`src/design/pstu_defines.vh`:
```
// Command codes, status bit positions and timing constants for the status and telemetry unit
// Overview of operation
// - Fault and warning flags latch until host clears them or supplies vanish.
// - Host clears status bits with write-one-to-clear, except status byte and word.
// - Power-not-good stays set whenever the converter is not active.
// - Power-not-good clears 5 ms after the powertrain becomes active.
// - Host cannot clear power-not-good or unit-off; they mirror live state.
// - Busy clears on clear-faults, or status byte write 40h/80h on page 00h.
// - No alert output and no bus mastering; host must poll.
// - Aux-only power keeps telemetry and status; lost input adds undervoltage fault.
// - Other-fault summary set if vendor status or word high byte nonzero.
// - Communication bits set on unsupported command, data or other comm fault.
// - Reverse current sets reverse-operation bit; no reverse current value reported.
// - Protection shutdown bit on powertrain protection fault or disabled-fault event.
// - Internal link fault when converter stops responding, after first contact.
// - Page 00h vendor status read returns active converter bits.
// - Page 01h voltage reads return 0.1 V units.
// - Current reads return 0.01 A units on both pages.
// - Temperature signed degrees, power whole watts, on both pages.
// - Page 01h returns ratio scaled 2^-16 and resistance in 10^-5 ohm.
// - Rating reads A0h, A1h and A4h to A7h return factory values on either page.
// - Threshold block accepted only while disabled; bytes above 64h leave limit.
// - Limits are percent 0 to 100, default 100, never raised.
// - Fault-disable bits suppress supervisory faults; writes only while disabled.
// - Page 00h targets controller, page 01h targets powertrain.
// - Clear-faults clears all status, except link fault on page 01h, then re-asserts still-active faults.
`ifndef PSTU_DEFINES_VH
`define PSTU_DEFINES_VH
`define PSTU_CMD_PAGE        8'h00
`define PSTU_CMD_CLEAR       8'h03
`define PSTU_CMD_SBYTE       8'h78
`define PSTU_CMD_SWORD       8'h79
`define PSTU_CMD_SIOUT       8'h7B
`define PSTU_CMD_SINPUT      8'h7C
`define PSTU_CMD_STEMP       8'h7D
`define PSTU_CMD_SCML        8'h7E
`define PSTU_CMD_SMFR        8'h80
`define PSTU_CMD_VIN         8'h88
`define PSTU_CMD_IIN         8'h89
`define PSTU_CMD_VOUT        8'h8B
`define PSTU_CMD_IOUT        8'h8C
`define PSTU_CMD_TEMP        8'h8D
`define PSTU_CMD_POUT        8'h96
`define PSTU_CMD_VINMIN      8'hA0
`define PSTU_CMD_VINMAX      8'hA1
`define PSTU_CMD_VOUTMIN     8'hA4
`define PSTU_CMD_VOUTMAX     8'hA5
`define PSTU_CMD_IOUTMAX     8'hA6
`define PSTU_CMD_POUTMAX     8'hA7
`define PSTU_CMD_KFACT       8'hD1
`define PSTU_CMD_ROUT        8'hD4
`define PSTU_CMD_THRESH      8'hD5
`define PSTU_CMD_DISABLE     8'hD7
`define PSTU_PAGE_CTRL       8'h00
`define PSTU_PAGE_PT         8'h01
`define PSTU_BUSY_CLR_A      8'h40
`define PSTU_BUSY_CLR_B      8'h80
`define PSTU_PCT_MAX         8'h64
`define PSTU_PCT_DEFAULT     8'h64
// Status byte bits
`define PSTU_SB_OTHER        0
`define PSTU_SB_CML          1
`define PSTU_SB_TEMP         2
`define PSTU_SB_VINUV        3
`define PSTU_SB_IOUTOC       4
`define PSTU_SB_VOUTOV       5
`define PSTU_SB_OFF          6
`define PSTU_SB_BUSY         7
// Status word high byte bits
`define PSTU_SW_PGN          3
`define PSTU_SW_MFR          4
`define PSTU_SW_INPUT        5
`define PSTU_SW_IOUT         6
// Input, current, temperature, comm bits
`define PSTU_IN_OVF          7
`define PSTU_IN_OVW          6
`define PSTU_IN_UVF          4
`define PSTU_IO_OCF          7
`define PSTU_IO_OCW          5
`define PSTU_TP_OTF          7
`define PSTU_TP_OTW          6
`define PSTU_TP_UTF          4
`define PSTU_CML_CMD         7
`define PSTU_CML_DATA        6
`define PSTU_CML_OTHER       1
// Vendor status bits
`define PSTU_MF_REV          0
`define PSTU_MF_HWP          1
`define PSTU_MF_LINK         2
// Timing
`define PSTU_CLK_MHZ         200
`define PSTU_PGOOD_MS        5
`define PSTU_PGOOD_CYC       (`PSTU_PGOOD_MS * `PSTU_CLK_MHZ * 1000)
`define PSTU_LINK_TMO        16'h0400
`endif

```
`src/design/pstu_status_unit.v`:
```
// Status, telemetry and threshold command decoder behind the management bus
`include "pstu_defines.vh"
`timescale 1ns/100ps
module pstu_status_unit #(
   parameter PGOOD_CYC = `PSTU_PGOOD_CYC
) (
   input  wire        clk_i,
   input  wire        rstn_i,
   // Command port from the bus transport
   input  wire        cmd_wr_i,
   input  wire        cmd_rd_i,
   input  wire [7:0]  cmd_code_i,
   input  wire [1:0]  cmd_nbytes_i,
   input  wire [47:0] cmd_wdata_i,
   output reg  [15:0] rd_data_o,
   output reg         rd_valid_o,
   input  wire        bus_fault_i,
   // Converter state
   input  wire        pt_active_i,
   input  wire        pt_enabled_i,
   input  wire        high_side_input_i,
   input  wire        aux_controller_supply_i,
   input  wire        link_clk_i,
   input  wire        link_seen_i,
   input  wire        reverse_i,
   input  wire        hw_prot_i,
   input  wire [7:0]  sv_event_i,
   input  wire [7:0]  warn_event_i,
   input  wire [15:0] vin_i,
   input  wire [15:0] iin_i,
   input  wire [15:0] vout_i,
   input  wire [15:0] iout_i,
   input  wire [15:0] temp_i,
   input  wire [15:0] pout_i,
   input  wire [15:0] kfact_i,
   input  wire [15:0] rout_i,
   input  wire [95:0] rating_i,
   output wire [47:0] thresh_o,
   output wire [7:0]  fault_disable_o,
   output wire        alert_o
);
   // sv_event_i: 0 ov-fault, 1 oc-fault, 2 ot-fault, 3 ut-fault, 4 uv-fault
   // warn_event_i: 0 ov-warn, 1 oc-warn, 2 ot-warn

   //-------------------------------------------------------------
   // Pin synchronisers
   //-------------------------------------------------------------
   reg [2:0] act_sync_reg;
   reg [2:0] hsi_sync_reg;
   reg [2:0] lck_sync_reg;
   reg       act_reg;
   reg       hsi_reg;
   reg       lck_reg;
   always @(posedge clk_i or negedge rstn_i) begin
      if (!rstn_i) begin
         act_sync_reg <= 3'h0;
         hsi_sync_reg <= 3'h0;
         lck_sync_reg <= 3'h0;
         act_reg      <= 1'b0;
         hsi_reg      <= 1'b0;
         lck_reg      <= 1'b0;
      end else begin
         act_sync_reg <= {act_sync_reg[1:0], pt_active_i};
         hsi_sync_reg <= {hsi_sync_reg[1:0], high_side_input_i};
         lck_sync_reg <= {lck_sync_reg[1:0], link_clk_i};
         if (act_sync_reg[1] == act_sync_reg[2]) act_reg <= act_sync_reg[2];
         if (hsi_sync_reg[1] == hsi_sync_reg[2]) hsi_reg <= hsi_sync_reg[2];
         if (lck_sync_reg[1] == lck_sync_reg[2]) lck_reg <= lck_sync_reg[2];
      end
   end

   //-------------------------------------------------------------
   // Link watchdog and power-good delay
   //-------------------------------------------------------------
   localparam [15:0] LINK_TMO = `PSTU_LINK_TMO;
   reg        lck_d_reg;
   reg [15:0] link_cnt_reg;
   reg        link_ever_reg;
   reg [23:0] pg_cnt_reg;
   reg        pgood_reg;
   wire       link_edge = lck_reg & ~lck_d_reg;
   wire       link_lost = link_ever_reg & act_reg & (link_cnt_reg == LINK_TMO);
   always @(posedge clk_i or negedge rstn_i) begin
      if (!rstn_i) begin
         lck_d_reg     <= 1'b0;
         link_cnt_reg  <= 16'h0000;
         link_ever_reg <= 1'b0;
         pg_cnt_reg    <= 24'h000000;
         pgood_reg     <= 1'b0;
      end else begin
         lck_d_reg <= lck_reg;
         if (link_edge | ~act_reg)
            link_cnt_reg <= 16'h0000;
         else if (link_cnt_reg != LINK_TMO)
            link_cnt_reg <= link_cnt_reg + 16'h0001;
         if (link_edge & link_seen_i)
            link_ever_reg <= 1'b1;
         if (!act_reg) begin
            pg_cnt_reg <= 24'h000000;
            pgood_reg  <= 1'b0;
         end else if (pg_cnt_reg >= PGOOD_CYC[23:0] - 24'h000001) begin
            pgood_reg  <= 1'b1;
         end else begin
            pg_cnt_reg <= pg_cnt_reg + 24'h000001;
         end
      end
   end

   //-------------------------------------------------------------
   // Write decoding
   //-------------------------------------------------------------
   reg [7:0] page_reg;
   wire pg0       = (page_reg == `PSTU_PAGE_CTRL);
   wire pg1       = (page_reg == `PSTU_PAGE_PT);
   wire clr_all   = cmd_wr_i & (cmd_code_i == `PSTU_CMD_CLEAR);
   wire w1c_pt    = cmd_wr_i & pg1;
   wire [7:0] wb  = cmd_wdata_i[7:0];
   wire clr_iout  = w1c_pt & (cmd_code_i == `PSTU_CMD_SIOUT);
   wire clr_in    = w1c_pt & (cmd_code_i == `PSTU_CMD_SINPUT);
   wire clr_tmp   = w1c_pt & (cmd_code_i == `PSTU_CMD_STEMP);
   wire clr_mfr   = w1c_pt & (cmd_code_i == `PSTU_CMD_SMFR);
   wire clr_cml   = cmd_wr_i & pg0 & (cmd_code_i == `PSTU_CMD_SCML);
   wire sb_wr     = cmd_wr_i & pg0 & (cmd_code_i == `PSTU_CMD_SBYTE);
   wire busy_clr  = clr_all | (sb_wr & ((wb == `PSTU_BUSY_CLR_A) |
                    (wb == `PSTU_BUSY_CLR_B)));
   wire thr_wr    = cmd_wr_i & pg1 & (cmd_code_i == `PSTU_CMD_THRESH);
   wire dis_wr    = cmd_wr_i & pg1 & (cmd_code_i == `PSTU_CMD_DISABLE);
   wire cfg_ok    = ~pt_enabled_i;

   reg cmd_ok;
   always @* begin
      case (cmd_code_i)
         `PSTU_CMD_PAGE:   cmd_ok = 1'b1;
         `PSTU_CMD_CLEAR:  cmd_ok = 1'b1;
         `PSTU_CMD_SBYTE:  cmd_ok = cmd_rd_i | pg0;
         `PSTU_CMD_SWORD:  cmd_ok = cmd_rd_i;
         `PSTU_CMD_SIOUT, `PSTU_CMD_SINPUT, `PSTU_CMD_STEMP, `PSTU_CMD_SMFR:
            cmd_ok = cmd_rd_i | pg1;
         `PSTU_CMD_SCML:   cmd_ok = pg0;
         `PSTU_CMD_VIN, `PSTU_CMD_VOUT, `PSTU_CMD_KFACT, `PSTU_CMD_ROUT:
            cmd_ok = cmd_rd_i & pg1;
         `PSTU_CMD_IIN, `PSTU_CMD_IOUT, `PSTU_CMD_TEMP, `PSTU_CMD_POUT,
         `PSTU_CMD_VINMIN, `PSTU_CMD_VINMAX, `PSTU_CMD_VOUTMIN, `PSTU_CMD_VOUTMAX,
         `PSTU_CMD_IOUTMAX, `PSTU_CMD_POUTMAX:
            cmd_ok = cmd_rd_i;
         `PSTU_CMD_THRESH, `PSTU_CMD_DISABLE: cmd_ok = pg1;
         default:          cmd_ok = 1'b0;
      endcase
   end
   wire any_cmd  = cmd_wr_i | cmd_rd_i;
   wire bad_cmd  = any_cmd & ~cmd_ok;
   wire bad_data = (cmd_wr_i & cmd_ok & (cmd_code_i == `PSTU_CMD_PAGE) &
                    (wb > `PSTU_PAGE_PT)) |
                   ((thr_wr | dis_wr) & ~cfg_ok);

   //-------------------------------------------------------------
   // Thresholds and fault disables
   //-------------------------------------------------------------
   reg [7:0] thr_reg [0:5];
   reg [7:0] dis_reg;
   integer   i;
   always @(posedge clk_i or negedge rstn_i) begin
      if (!rstn_i) begin
         for (i = 0; i < 6; i = i + 1)
            thr_reg[i] <= `PSTU_PCT_DEFAULT;
         dis_reg  <= 8'h00;
         page_reg <= `PSTU_PAGE_CTRL;
      end else begin
         if (thr_wr & cfg_ok) begin
            for (i = 0; i < 6; i = i + 1)
               if (cmd_wdata_i[i*8 +: 8] <= `PSTU_PCT_MAX)
                  thr_reg[i] <= cmd_wdata_i[i*8 +: 8];
         end
         if (dis_wr & cfg_ok)
            dis_reg <= wb;
         if (cmd_wr_i & (cmd_code_i == `PSTU_CMD_PAGE) & (wb <= `PSTU_PAGE_PT))
            page_reg <= wb;
      end
   end
   genvar g;
   generate
      for (g = 0; g < 6; g = g + 1) begin : g_thr
         assign thresh_o[g*8 +: 8] = thr_reg[g];
      end
   endgenerate
   assign fault_disable_o = dis_reg;
   assign alert_o         = 1'b0;

   //-------------------------------------------------------------
   // Latched status flags
   //-------------------------------------------------------------
   wire [7:0] sv_live  = sv_event_i & ~dis_reg;
   wire       dis_hit  = |(sv_event_i & dis_reg);
   wire       uv_live  = sv_live[4] | ~hsi_reg;
   // Clear-faults on the powertrain page spares the link fault bit
   wire [7:0] mf_clr   = clr_all ? (pg0 ? 8'hFF : ~(8'h01 << `PSTU_MF_LINK)) :
                         (clr_mfr ? wb : 8'h00);
   reg  [7:0] st_in_reg, st_io_reg, st_tp_reg, st_cml_reg, st_mf_reg;
   reg        busy_reg;
   reg  [7:0] in_set, io_set, tp_set, cml_set, mf_set;
   always @* begin
      in_set = 8'h00;
      io_set = 8'h00;
      tp_set = 8'h00;
      cml_set = 8'h00;
      mf_set = 8'h00;
      in_set[`PSTU_IN_OVF]   = sv_live[0];
      in_set[`PSTU_IN_OVW]   = warn_event_i[0];
      in_set[`PSTU_IN_UVF]   = uv_live;
      io_set[`PSTU_IO_OCF]   = sv_live[1];
      io_set[`PSTU_IO_OCW]   = warn_event_i[1];
      tp_set[`PSTU_TP_OTF]   = sv_live[2];
      tp_set[`PSTU_TP_OTW]   = warn_event_i[2];
      tp_set[`PSTU_TP_UTF]   = sv_live[3];
      cml_set[`PSTU_CML_CMD]   = bad_cmd;
      cml_set[`PSTU_CML_DATA]  = bad_data;
      cml_set[`PSTU_CML_OTHER] = bus_fault_i;
      mf_set[`PSTU_MF_REV]   = reverse_i;
      mf_set[`PSTU_MF_HWP]   = hw_prot_i | dis_hit;
      mf_set[`PSTU_MF_LINK]  = link_lost;
   end
   // Set wins over clear; clear-faults wipes then re-asserts active ones
   always @(posedge clk_i or negedge rstn_i) begin
      if (!rstn_i) begin
         st_in_reg  <= 8'h00;
         st_io_reg  <= 8'h00;
         st_tp_reg  <= 8'h00;
         st_cml_reg <= 8'h00;
         st_mf_reg  <= 8'h00;
         busy_reg   <= 1'b0;
      end else begin
         st_in_reg  <= (clr_all ? 8'h00 : st_in_reg & ~(clr_in ? wb : 8'h00)) | in_set;
         st_io_reg  <= (clr_all ? 8'h00 : st_io_reg & ~(clr_iout ? wb : 8'h00)) | io_set;
         st_tp_reg  <= (clr_all ? 8'h00 : st_tp_reg & ~(clr_tmp ? wb : 8'h00)) | tp_set;
         st_cml_reg <= (clr_all ? 8'h00 : st_cml_reg & ~(clr_cml ? wb : 8'h00)) | cml_set;
         st_mf_reg  <= (st_mf_reg & ~mf_clr) | mf_set;
         if (busy_clr)
            busy_reg <= 1'b0;
      end
   end

   //-------------------------------------------------------------
   // Summary byte and word
   //-------------------------------------------------------------
   reg [7:0] sw_hi;
   reg [7:0] sb;
   always @* begin
      sw_hi = 8'h00;
      sw_hi[`PSTU_SW_PGN]   = ~pgood_reg;
      sw_hi[`PSTU_SW_MFR]   = |st_mf_reg;
      sw_hi[`PSTU_SW_INPUT] = |st_in_reg;
      sw_hi[`PSTU_SW_IOUT]  = |st_io_reg;
      sb = 8'h00;
      sb[`PSTU_SB_BUSY]   = busy_reg;
      sb[`PSTU_SB_OFF]    = ~act_reg;
      sb[`PSTU_SB_IOUTOC] = st_io_reg[`PSTU_IO_OCF];
      sb[`PSTU_SB_VINUV]  = st_in_reg[`PSTU_IN_UVF];
      sb[`PSTU_SB_TEMP]   = |st_tp_reg;
      sb[`PSTU_SB_CML]    = |st_cml_reg;
      sb[`PSTU_SB_OTHER]  = (|st_mf_reg) | (|sw_hi);
   end

   //-------------------------------------------------------------
   // Read mux
   //-------------------------------------------------------------
   reg [15:0] rd_next;
   always @* begin
      case (cmd_code_i)
         `PSTU_CMD_SBYTE:   rd_next = {8'h00, sb};
         `PSTU_CMD_SWORD:   rd_next = {sw_hi, sb};
         `PSTU_CMD_SIOUT:   rd_next = {8'h00, st_io_reg};
         `PSTU_CMD_SINPUT:  rd_next = {8'h00, st_in_reg};
         `PSTU_CMD_STEMP:   rd_next = {8'h00, st_tp_reg};
         `PSTU_CMD_SCML:    rd_next = {8'h00, st_cml_reg};
         `PSTU_CMD_SMFR:    rd_next = {8'h00, st_mf_reg};
         `PSTU_CMD_VIN:     rd_next = vin_i;
         `PSTU_CMD_VOUT:    rd_next = vout_i;
         `PSTU_CMD_IIN:     rd_next = iin_i;
         `PSTU_CMD_IOUT:    rd_next = iout_i;
         `PSTU_CMD_TEMP:    rd_next = temp_i;
         `PSTU_CMD_POUT:    rd_next = pout_i;
         `PSTU_CMD_KFACT:   rd_next = kfact_i;
         `PSTU_CMD_ROUT:    rd_next = rout_i;
         `PSTU_CMD_VINMIN:  rd_next = rating_i[15:0];
         `PSTU_CMD_VINMAX:  rd_next = rating_i[31:16];
         `PSTU_CMD_VOUTMIN: rd_next = rating_i[47:32];
         `PSTU_CMD_VOUTMAX: rd_next = rating_i[63:48];
         `PSTU_CMD_IOUTMAX: rd_next = rating_i[79:64];
         `PSTU_CMD_POUTMAX: rd_next = rating_i[95:80];
         `PSTU_CMD_PAGE:    rd_next = {8'h00, page_reg};
         `PSTU_CMD_THRESH:  rd_next = {thr_reg[1], thr_reg[0]};
         `PSTU_CMD_DISABLE: rd_next = {8'h00, dis_reg};
         default:           rd_next = 16'hFFFF;
      endcase
   end
   // Telemetry comes straight from held inputs so aux-only power keeps it readable
   always @(posedge clk_i or negedge rstn_i) begin
      if (!rstn_i) begin
         rd_data_o  <= 16'h0000;
         rd_valid_o <= 1'b0;
      end else begin
         rd_valid_o <= cmd_rd_i & cmd_ok & aux_controller_supply_i;
         if (cmd_rd_i)
            rd_data_o <= cmd_ok ? rd_next : 16'hFFFF;
      end
   end
endmodule // pstu_status_unit

```
`config.mk`:
```
export PLATFORM = sky130hd
export DESIGN_NAME = pstu_status_unit
export DESIGN_NICKNAME = d
export VERILOG_FILES = /design/src/design/pstu_status_unit.v
export VERILOG_INCLUDE_DIRS = /design/src /design/src/design
export SDC_FILE = /design/constraint.sdc
export NUM_CORES = 1
export LEC_CHECK = 0
export BUFFER_PORTS_ARGS = -buffer_cell sky130_fd_sc_hd__buf_2
export CORE_UTILIZATION = 35
export CTS_BUF_LIST = sky130_fd_sc_hd__clkbuf_16
export DETAILED_ROUTE_END_ITERATION = 8
export PLACE_DENSITY = 0.71
export SETUP_SLACK_MARGIN = 0.15
export SYNTH_ARGS = -nofsm -noshare
export SYNTH_HDL_FRONTEND = slang
export SYNTH_SLANG_ARGS = --single-unit
```
`constraint.sdc`:
```
create_clock -name clk_i -period 3.65 [get_ports clk_i]
set_clock_uncertainty 0.2 [all_clocks]
set_input_delay 0.1825 -clock clk_i [delete_from_list [all_inputs] [get_ports clk_i]]
set_output_delay 0.1825 -clock clk_i [all_outputs]
set_load 0.05 [all_outputs]
```
Word level (Yosys, flattened, before mapping)
Index checks and enable logic that the tools add are counted.

operators by class
  add/sub/neg operators = 2
  order comparisons = 9
  eq/ne operators = 32
  muxes and demuxes = 20
  bitwise operators = 59
  reduce and logical (&&, ||, !) cells = 21

operators by type and width
  kind                                                             count
  case mux 16 bit (24 select lines)                                1
  equality test 8 bit (second input constant)                      17
  two-way mux 8 bit                                                10
  bitwise AND 8 bit                                                6
  equality test 8 x 7 -> 1 bit (second input constant)             6
  less-or-equal comparator 8 x 7 -> 1 bit (second input constant)  6
  two-way mux 16 bit                                               3
  two-way mux 24 bit                                               2
  OR reduction 8 bit                                               6
  NOT 8 bit                                                        5
  OR 8 bit                                                         4
  bitwise AND 1 bit                                                26
  OR reduction 25 bit                                              1
  adder 24 x 1 -> 24 bit (second input constant)                   1
  >= comparator 24 x 20 -> 1 bit (second input constant)           1
  adder 16 x 1 -> 16 bit (second input constant)                   1
  equality test 16 x 11 -> 1 bit (second input constant)           1
  zero test 8 bit                                                  2
  != test 16 x 11 -> 1 bit (second input constant)                 1
  AND reduction 2 bit                                              6
  OR reduction 11 bit                                              1
  OR 1 bit                                                         9
  equality test 8 x 1 -> 1 bit (second input constant)             1
  equality test 8 x 2 -> 1 bit (second input constant)             1
  other kinds (15)                                                 25

word-level totals
  bits in registers = 176
  input bits = 311
  output and inout port bits = 74
  word-level logic and storage cells = 169

Depth between registers and ports, before layout
Gate-level depths: netlist of the first run.

  depth after elaboration = 8
  gate-level depth with buffers = 9
  gate-level depth less buffers = 7

Least setup slack after synthesis of the first run
No wires, ideal clock.

  kind = reg2reg
  from = register page_reg[1]
  to = register thr_reg, in the netlist thresh_o[16]
  arrival time = 2.098 ns
  data required time = 3.325 ns
  setup slack = 1.227 ns
  stages on the path, launching flop included = 8
  path buffers = 1
  cells stage by stage = dfrtp_1 -> nor4_2 -> nand4_1 -> nor2_1 -> nand3_2 -> buf_6 -> a311oi_4 -> mux2_2

on the way
  longest elaborated chain between the ends = 5

ends and longest elaborated chain
  element                                        RTL line                text
  from (decl)                                    pstu_status_unit.v:112  reg [7:0] page_reg;
  from (signal assigned)                         pstu_status_unit.v:167  page_reg <= `PSTU_PAGE_CTRL;
  from (signal assigned)                         pstu_status_unit.v:177  page_reg <= wb;
  equality test 8 x 1 -> 1 bit (no source line)  -
  bitwise AND 1 bit (2 in series)                pstu_status_unit.v:126  wire thr_wr = cmd_wr_i & pg1 & (cmd_code_i == `PSTU_CMD_THRESH);
  bitwise AND 1 bit                              pstu_status_unit.v:169  if (thr_wr & cfg_ok) begin
  AND reduction 2 bit (no source line)           -
  to (signal, indexed assignment)                pstu_status_unit.v:165  thr_reg[i] <= `PSTU_PCT_DEFAULT;
  to (signal, indexed assignment)                pstu_status_unit.v:172  thr_reg[i] <= cmd_wdata_i[i*8 +: 8];
  to (decl)                                      pstu_status_unit.v:159  reg [7:0] thr_reg [0:5];

Every way passes these cells.
A chain may end at the register's enable or synchronous reset.

Worst setup path after layout of the first run
  from = input cmd_code_i[0]
  to = register rd_data_o[8]

on the way
  longest elaborated chain between the ends = 4
  elaborated cells between the ends (all ways) = 33
  those cells by class = 24 x eq/ne; 3 x mux; 6 x reduce/logical

ends and longest elaborated chain
  element                                                       RTL line                                        text
  from (decl)                                                   pstu_status_unit.v:12                           input wire [7:0] cmd_code_i,
  equality test 8 bit (tied with other cells)                   pstu_status_unit.v:132, pstu_status_unit.v:268
  OR reduction 11 bit (no source line) (tied with other cells)  -
  case mux 1 bit (7 select lines)                               pstu_status_unit.v:132                          case (cmd_code_i)
  two-way mux 16 bit (*)                                        pstu_status_unit.v:304                          rd_data_o <= cmd_ok ? rd_next : 16'hFFFF;
  to (signal assigned)                                          pstu_status_unit.v:304
  to (decl)                                                     pstu_status_unit.v:15                           output reg [15:0] rd_data_o,

Mark *: on every way between the ends. The rest lies on a longest branch, timed or not.

==> impl_metrics.toml, run 1 <==
[status]
status = "completed"

[die]
die_area_mm2 = 0.0287
die_w_um = 169
initial_core_util_pct = 36.0
core-area_mm2 = 0.0272
rows = 60
ioPinCount = 385
die_h_um = 169

[setup_path]
path_buf_inv = 4
slowest_stage = "or4_1"
crit_fanout = 20
cpLargestDelayFamily = "buffers and inverters"
crit_type = "input pin to register"
crit_chain = "buf_2 > or4_1 > nor2_1 > buf_4 > a22oi_1 > nand4_1 > dlygate4sd3_1 > nor2_1 > dlygate4sd3_1 > a21oi_1"
required_ns = 3.81
crit_arrival_ns = 3.63
r2r_slack_ns = 0.31
start_kind = "input pin"
cp_slowest_stage_delay_ns = 0.71
critPathCaptureType = "register"

[yosys]
yosys_warnings = 0
ys_seq_elements = 176
synth-edff-count = 0
syn_area_per_cell_um2 = 9.86
ys_types = 81
synthArstFlopShare_pct = 100
synth_area_mm2 = 0.00980
yosysTopAreaCellShare_pct = 40.4
synth_cells = 993
ys_top_cells_by_count = "158 x dfrtp_1, 107 x nand2_1, 82 x a22oi_1"
yosysTopAreaCell = "dfrtp_1"
ys_top_cells_by_area = "dfrtp_1 40%, a22oi_1 6.3%, mux2_2 5.6%, dfstp_2 4.8%, nand2_1 4.1%"
yosysMostFrequentCell = "dfrtp_1"
synth_nets = 1307
synth_ff_type = "dfrtp_1"
yosysSeqAreaShare_pct = 45.2

[drt]
firstDrtPassIters = 6
ant_nets = 0
wire_per_inst_um = 23.7
num_vias = 10900
drc = 0
drt_iter0_drc = 1198
via_per_inst = 5.83
route.final.wire_length_um = 44100

[cells_and_area]
largest_reg_flops = 48
n_fill_cell = 2517
finalNetCount = 1788
multi_input_area_mm2 = 0.00504
seq_area_mm2 = 0.00443
synthToLayoutAreaGrowth_pct = 41.9
utilization_pct = 51.1
drive_above_1_share_pct = 37.1

[placement]
gp_congestion = 1.01
hpwl_um = 33200
port_buffers = 376
dp_slack_ns = 0.466

[pwr]
power_density_mw_per_mm2 = 321
power_leakage_nw = 6.42
peakVddDrop_mv = 0.275
finalPower_w = 0.00446

[run]
cap_violations = 0

[clock_tree]
clock_sinks = 176
clkSlewWorstSetupHoldPaths_ns = 0.07
insertion_delay_ns = 0.44
cts_tree = "done"
cts_inserted_buffers = 17
cts_max_path_buffers = 2
h-tree-depth = 4
cts-root-buf = "clkbuf_16"

[timing]
fin_setup_tns_ns = 0
fin_crit_ns = 3.46
maxSlewHeadroom_pct = 18.9
max_freq_ghz = 0.289
hold_viol_final = 0
setup_viol = 0
worst_pin_slew_ns = 1.21
final.period_utilization_pct = 94.9
drv_slew = 0
rsz0062_at_grt = "no"
layout_setup_ws_ns = 0.187

[global_routing]
antenna_found_initial = 7
grt_pass1_wl_um = 63700
grt_usage_pct = 30.3
grt_pass1_vias = 10500
grt_overflow = 0
grt_max_degree = 80

[worst_hold_path]
hp-class = "input pin to register"
==> worst register-to-register path, delay by kind of cell (launching register included) <==
family / cells / cell delay [ns]
AOI/OAI and AO/OA: 2 / 0.99
buffers and inverters: 1 / 0.55
DFF: 1 / 0.41
and+or+nand+nor: 4 / 1.13
==> per-layer routing <==
| layer | vias to the layer above | routed length (µm) | global-route usage [%] |
|---|---|---|---|
| met5 | - | 57 | 0 |
| met4 | 8 | 1800 | 13.7 |
| met3 | 95 | 4370 | 8.63 |
| met2 | 637 | 19900 | 47.3 |
| met1 | 5358 | 18000 | 38.8 |
| li1 | 4755 | - | - |
==> worst paths after layout <==
check,startpoint,endpoint,cells past startpoint
min reg2reg,lck_sync_reg[0],lck_sync_reg[1],0
max in group asynchronous,rstn_i,thresh_o[45],3
max reg2reg,page_reg[1],thresh_o[45],7
max,cmd_code_i[0],rd_data_o[8],10
min,kfact_i[13],rd_data_o[13],5
min in group asynchronous,rstn_i,thresh_o[11],2
==> what timing repair did <==
item                       in CTS  in global routing
setup endpoints to repair       0                  8
hold buffers                  107                  0
setup buffers                   0                  4
resized for setup               0                  1
hold endpoints to repair      178                  0
==> logic make-up after synthesis <==
family / after synthesis / share of synthesized area [%]
AO/OA/AOI/OAI: 266 / 20.7
adder cells (fa/ha/maj): 6 / 0.690
other: 1 / 0.0383
AND/OR/NAND/NOR: 375 / 20.1
XOR/XNOR: 20 / 1.79
flip-flops: 176 / 45.2
multiplexers: 68 / 7.71
buffers and inverters: 81 / 3.79
==> placed cells by master, fill, tap and decap left out, types with 15 or more instances in the layout <==
cell type,count
buf_2,375
dfrtp_1,158
nand2_1,107
dlygate4sd3_1,107
a22oi_1,82
nor2_1,58
mux2_2,49
a21oi_1,47
buf_4,44
nand3_1,42
nor3_1,26
nor4_1,25
o21ai_0,22
a222oi_1,20
dfstp_2,18
mux2i_1,17
clkbuf_16,17
inv_1,15
and3_1,15
and2_1,15
nand4_1,15
nor2b_1,15
==> stage by stage <==
step / hold WS (ns) / area [µm²] / std cells
2_1_floorplan: -0.313 / 9800 / 993
3_3_place_gp: 0.0828 / 12200 / 1716
3_5_place_dp: 0.0920 / 12200 / 1716
4_1_cts: 0.000401 / 13900 / 1855
5_1_grt: 0.0235 / 13900 / 1860
6_report: 0.0156 / 13900 / 1863
==> area by class of cell <==
class | instances | area share [%]
well taps | 372 | 3.35
diodes | 4 | 0.0720
repair buffers | 528 | 23.8
flip-flops and latches | 176 | 31.8
clock buffers | 17 | 3.06
clock inverters | 15 | 1.17
multi-input cells | 736 | 36.3
inverters | 15 | 0.405
==> report_power, final <==
part	leakage, nW	switching, W	internal, W
Clock	0.291	0.000933	0.000923
Combinational	3.92	0.000333	0.000263
Sequential	2.21	0.0000274	0.00198
Total	6.42	0.00129	0.00317
No activity file was read; power rests on OpenSTA's default activity.
==> run 2, diff against run 1 <==
- clock period: 3.65 -> 4.2 ns (I/O delays scaled with it)
==> impl_metrics.toml, run 2 (synthesized netlist as in run 1, its figures left out) <==
[pwr]
clkPwrFrac_pct = 42.0
power_density_mw_per_mm2 = 285
peakVddDrop_mv = 0.232
power_leakage_nw = 6.31
finalPower_w = 0.00389
internal_power_w = 0.00276
pwr-share-comb_pct = 13.2
p_seq_share_pct = 44.8
p_switching_w = 0.00113
sw_frac_of_total_pct = 29.1

[placement]
port_buffers = 376
gp_congestion = 1.03
placed_cells = 1708
hpwl_um = 33100

[die]
die_w_um = 169
initial_core_util_pct = 36.0
core-area_mm2 = 0.0272
rows = 60
die_h_um = 169
die_area_mm2 = 0.0287
ioPinCount = 385

[clock_tree]
cts-root-buf = "clkbuf_16"
cts_max_path_buffers = 2
cts_inserted_buffers = 17
clock_sinks = 176
h-tree-depth = 4
cts_tree = "done"
insertion_delay_ns = 0.43
clkSlewWorstSetupHoldPaths_ns = 0.08

[setup_path]
cp_slowest_stage_delay_ns = 0.56
crit_chain = "nor4_2 > nand4_1 > nor2_1 > nand3_2 > buf_4 > a311oi_4 > mux2_2 > dlygate4sd3_1"
crit_arrival_ns = 3.87
r2r-end = "thresh_o[20]"
start_kind = "register"
worstRegToRegCells = 8
required_ns = 4.32
crit_fanout = 10
r2r_slack_ns = 0.45
timing.rr.start = "page_reg[1]"
crit_type = "register to register"
crit_start = "page_reg[1]"
slowest_stage = "dlygate4sd3_1"
crit_end = "thresh_o[20]"
critPathCaptureType = "register"

[global_routing]
grt_usage_pct = 30.4
grt_max_degree = 79
grt_pass1_wl_um = 64600
grt_pass1_vias = 10600
antenna_found_initial = 4
grt_overflow = 0

[timing]
hold_viol_final = 0
rsz0062_at_grt = "no"
fin_crit_ns = 3.75
fin_setup_tns_ns = 0
maxSlewHeadroom_pct = 11.4
final.period_utilization_pct = 89.2
setup_viol = 0
worst_pin_slew_ns = 1.32
max_freq_ghz = 0.267
drv_slew = 0

[run]
cap_violations = 0

[cells_and_area]
seq_area_mm2 = 0.00443
drive_above_1_share_pct = 37.1
largest_reg_flops = 48
synthToLayoutAreaGrowth_pct = 39.6
finalNetCount = 1761
fin_cells = 1833
final_common_cell = "buf_2"
final_cell_mix = "375 x buf_2, 158 x dfrtp_1, 107 x nand2_1, 92 x dlygate4sd3_1, 82 x a22oi_1"
multi_input_area_mm2 = 0.00505
n_fill_cell = 2611

[drt]
via_per_inst = 5.87
firstDrtPassIters = 6
route.final.wire_length_um = 44200
ant_nets = 0
drt_iter0_drc = 1270
wire_per_inst_um = 24.1
drc = 0
num_vias = 10800

[status]
status = "completed"

[worst_hold_path]
hp-class = "input pin to register"
## run 2: cell types whose count changed in the layout (fill, tap and decap cells not counted)
cell and change:
nand3_1 -1, nand3_4 -1, inv_12 +1, buf_4 -12, clkinv_8 +1, clkinv_2 -1, diode_2 -3, clkinvlp_4 +1
nor4_1 -1, nand3_2 +2, nor4_2 +1, inv_6 -3, dlygate4sd3_1 -15, inv_8 +1
## run 2: what timing repair did
item / in CTS / in global routing
resized for setup: 0 / 0
setup buffers: 0 / 0
hold buffers: 92 / 0
endpoints found under the hold margin: 145 / 0
## run 2: power by group through the flow
stage / clock network, W / registers (W) / logic (W)
6_report: 0.00163 / 0.00174 / 0.000515
2_1_floorplan: 0 / 0.00181 / 0.000154
3_5_place_dp: 0 / 0.00178 / 0.000455
4_1_cts: 0.00167 / 0.00174 / 0.000509
5_1_grt: 0.00173 / 0.00175 / 0.000550
3_3_place_gp: 0 / 0.00178 / 0.000450
## run 2: worst max-delay path, delay by kind of cell (launching register included)
kind / cells / cell delay, ns
flops: 1 / 0.42
compound gates: 1 / 0.48
simple gates: 4 / 1.27
mux: 1 / 0.39
buf+inv: 2 / 0.87
## run 2: routing by layer
layer | part of all wire, % | GRT usage (%)
met1 | 41 | 39.0
met2 | 46 | 49.2
met3 | 9.9 | 8.09
met4 | 3.0 | 10.7
met5 | 0.093 | 0
## run 2: worst min path at each step
stage                          to  cells past startpoint    startpoint  slack (ns)
global placement     thresh_o[11]                      1        rstn_i       0.003
floorplan                 act_reg                      0        rstn_i       -0.29
global route        rd_data_o[11]                      5    iout_i[11]        0.03
CTS                  rd_data_o[8]                      5  rating_i[72]       0.001
finish               rd_data_o[8]                      5  rating_i[72]        0.02
detailed placement   thresh_o[15]                      1        rstn_i       0.009
## run 2: metrics by stage
step                worst slack (ns)  hold slack (ns)  util, %  cell area, µm²
finish                         0.454           0.0176     50.3           13700
floorplan                       1.78           -0.286        -            9800
global placement               0.952          0.00339     44.7           12100
global route                   0.321           0.0305     50.3           13700
detailed placement             0.976          0.00938     44.7           12100
CTS                            0.553          0.00133     50.3           13700
## run 2: cell type report
type,instances,area share (%)
clock buffers,17,3.11
flip-flops and latches,176,32.4
clock inverters,15,1.34
diodes,1,0.0183
repair buffers,501,22.4
well taps,372,3.40
multi-input cells,736,36.9
inverters,15,0.412
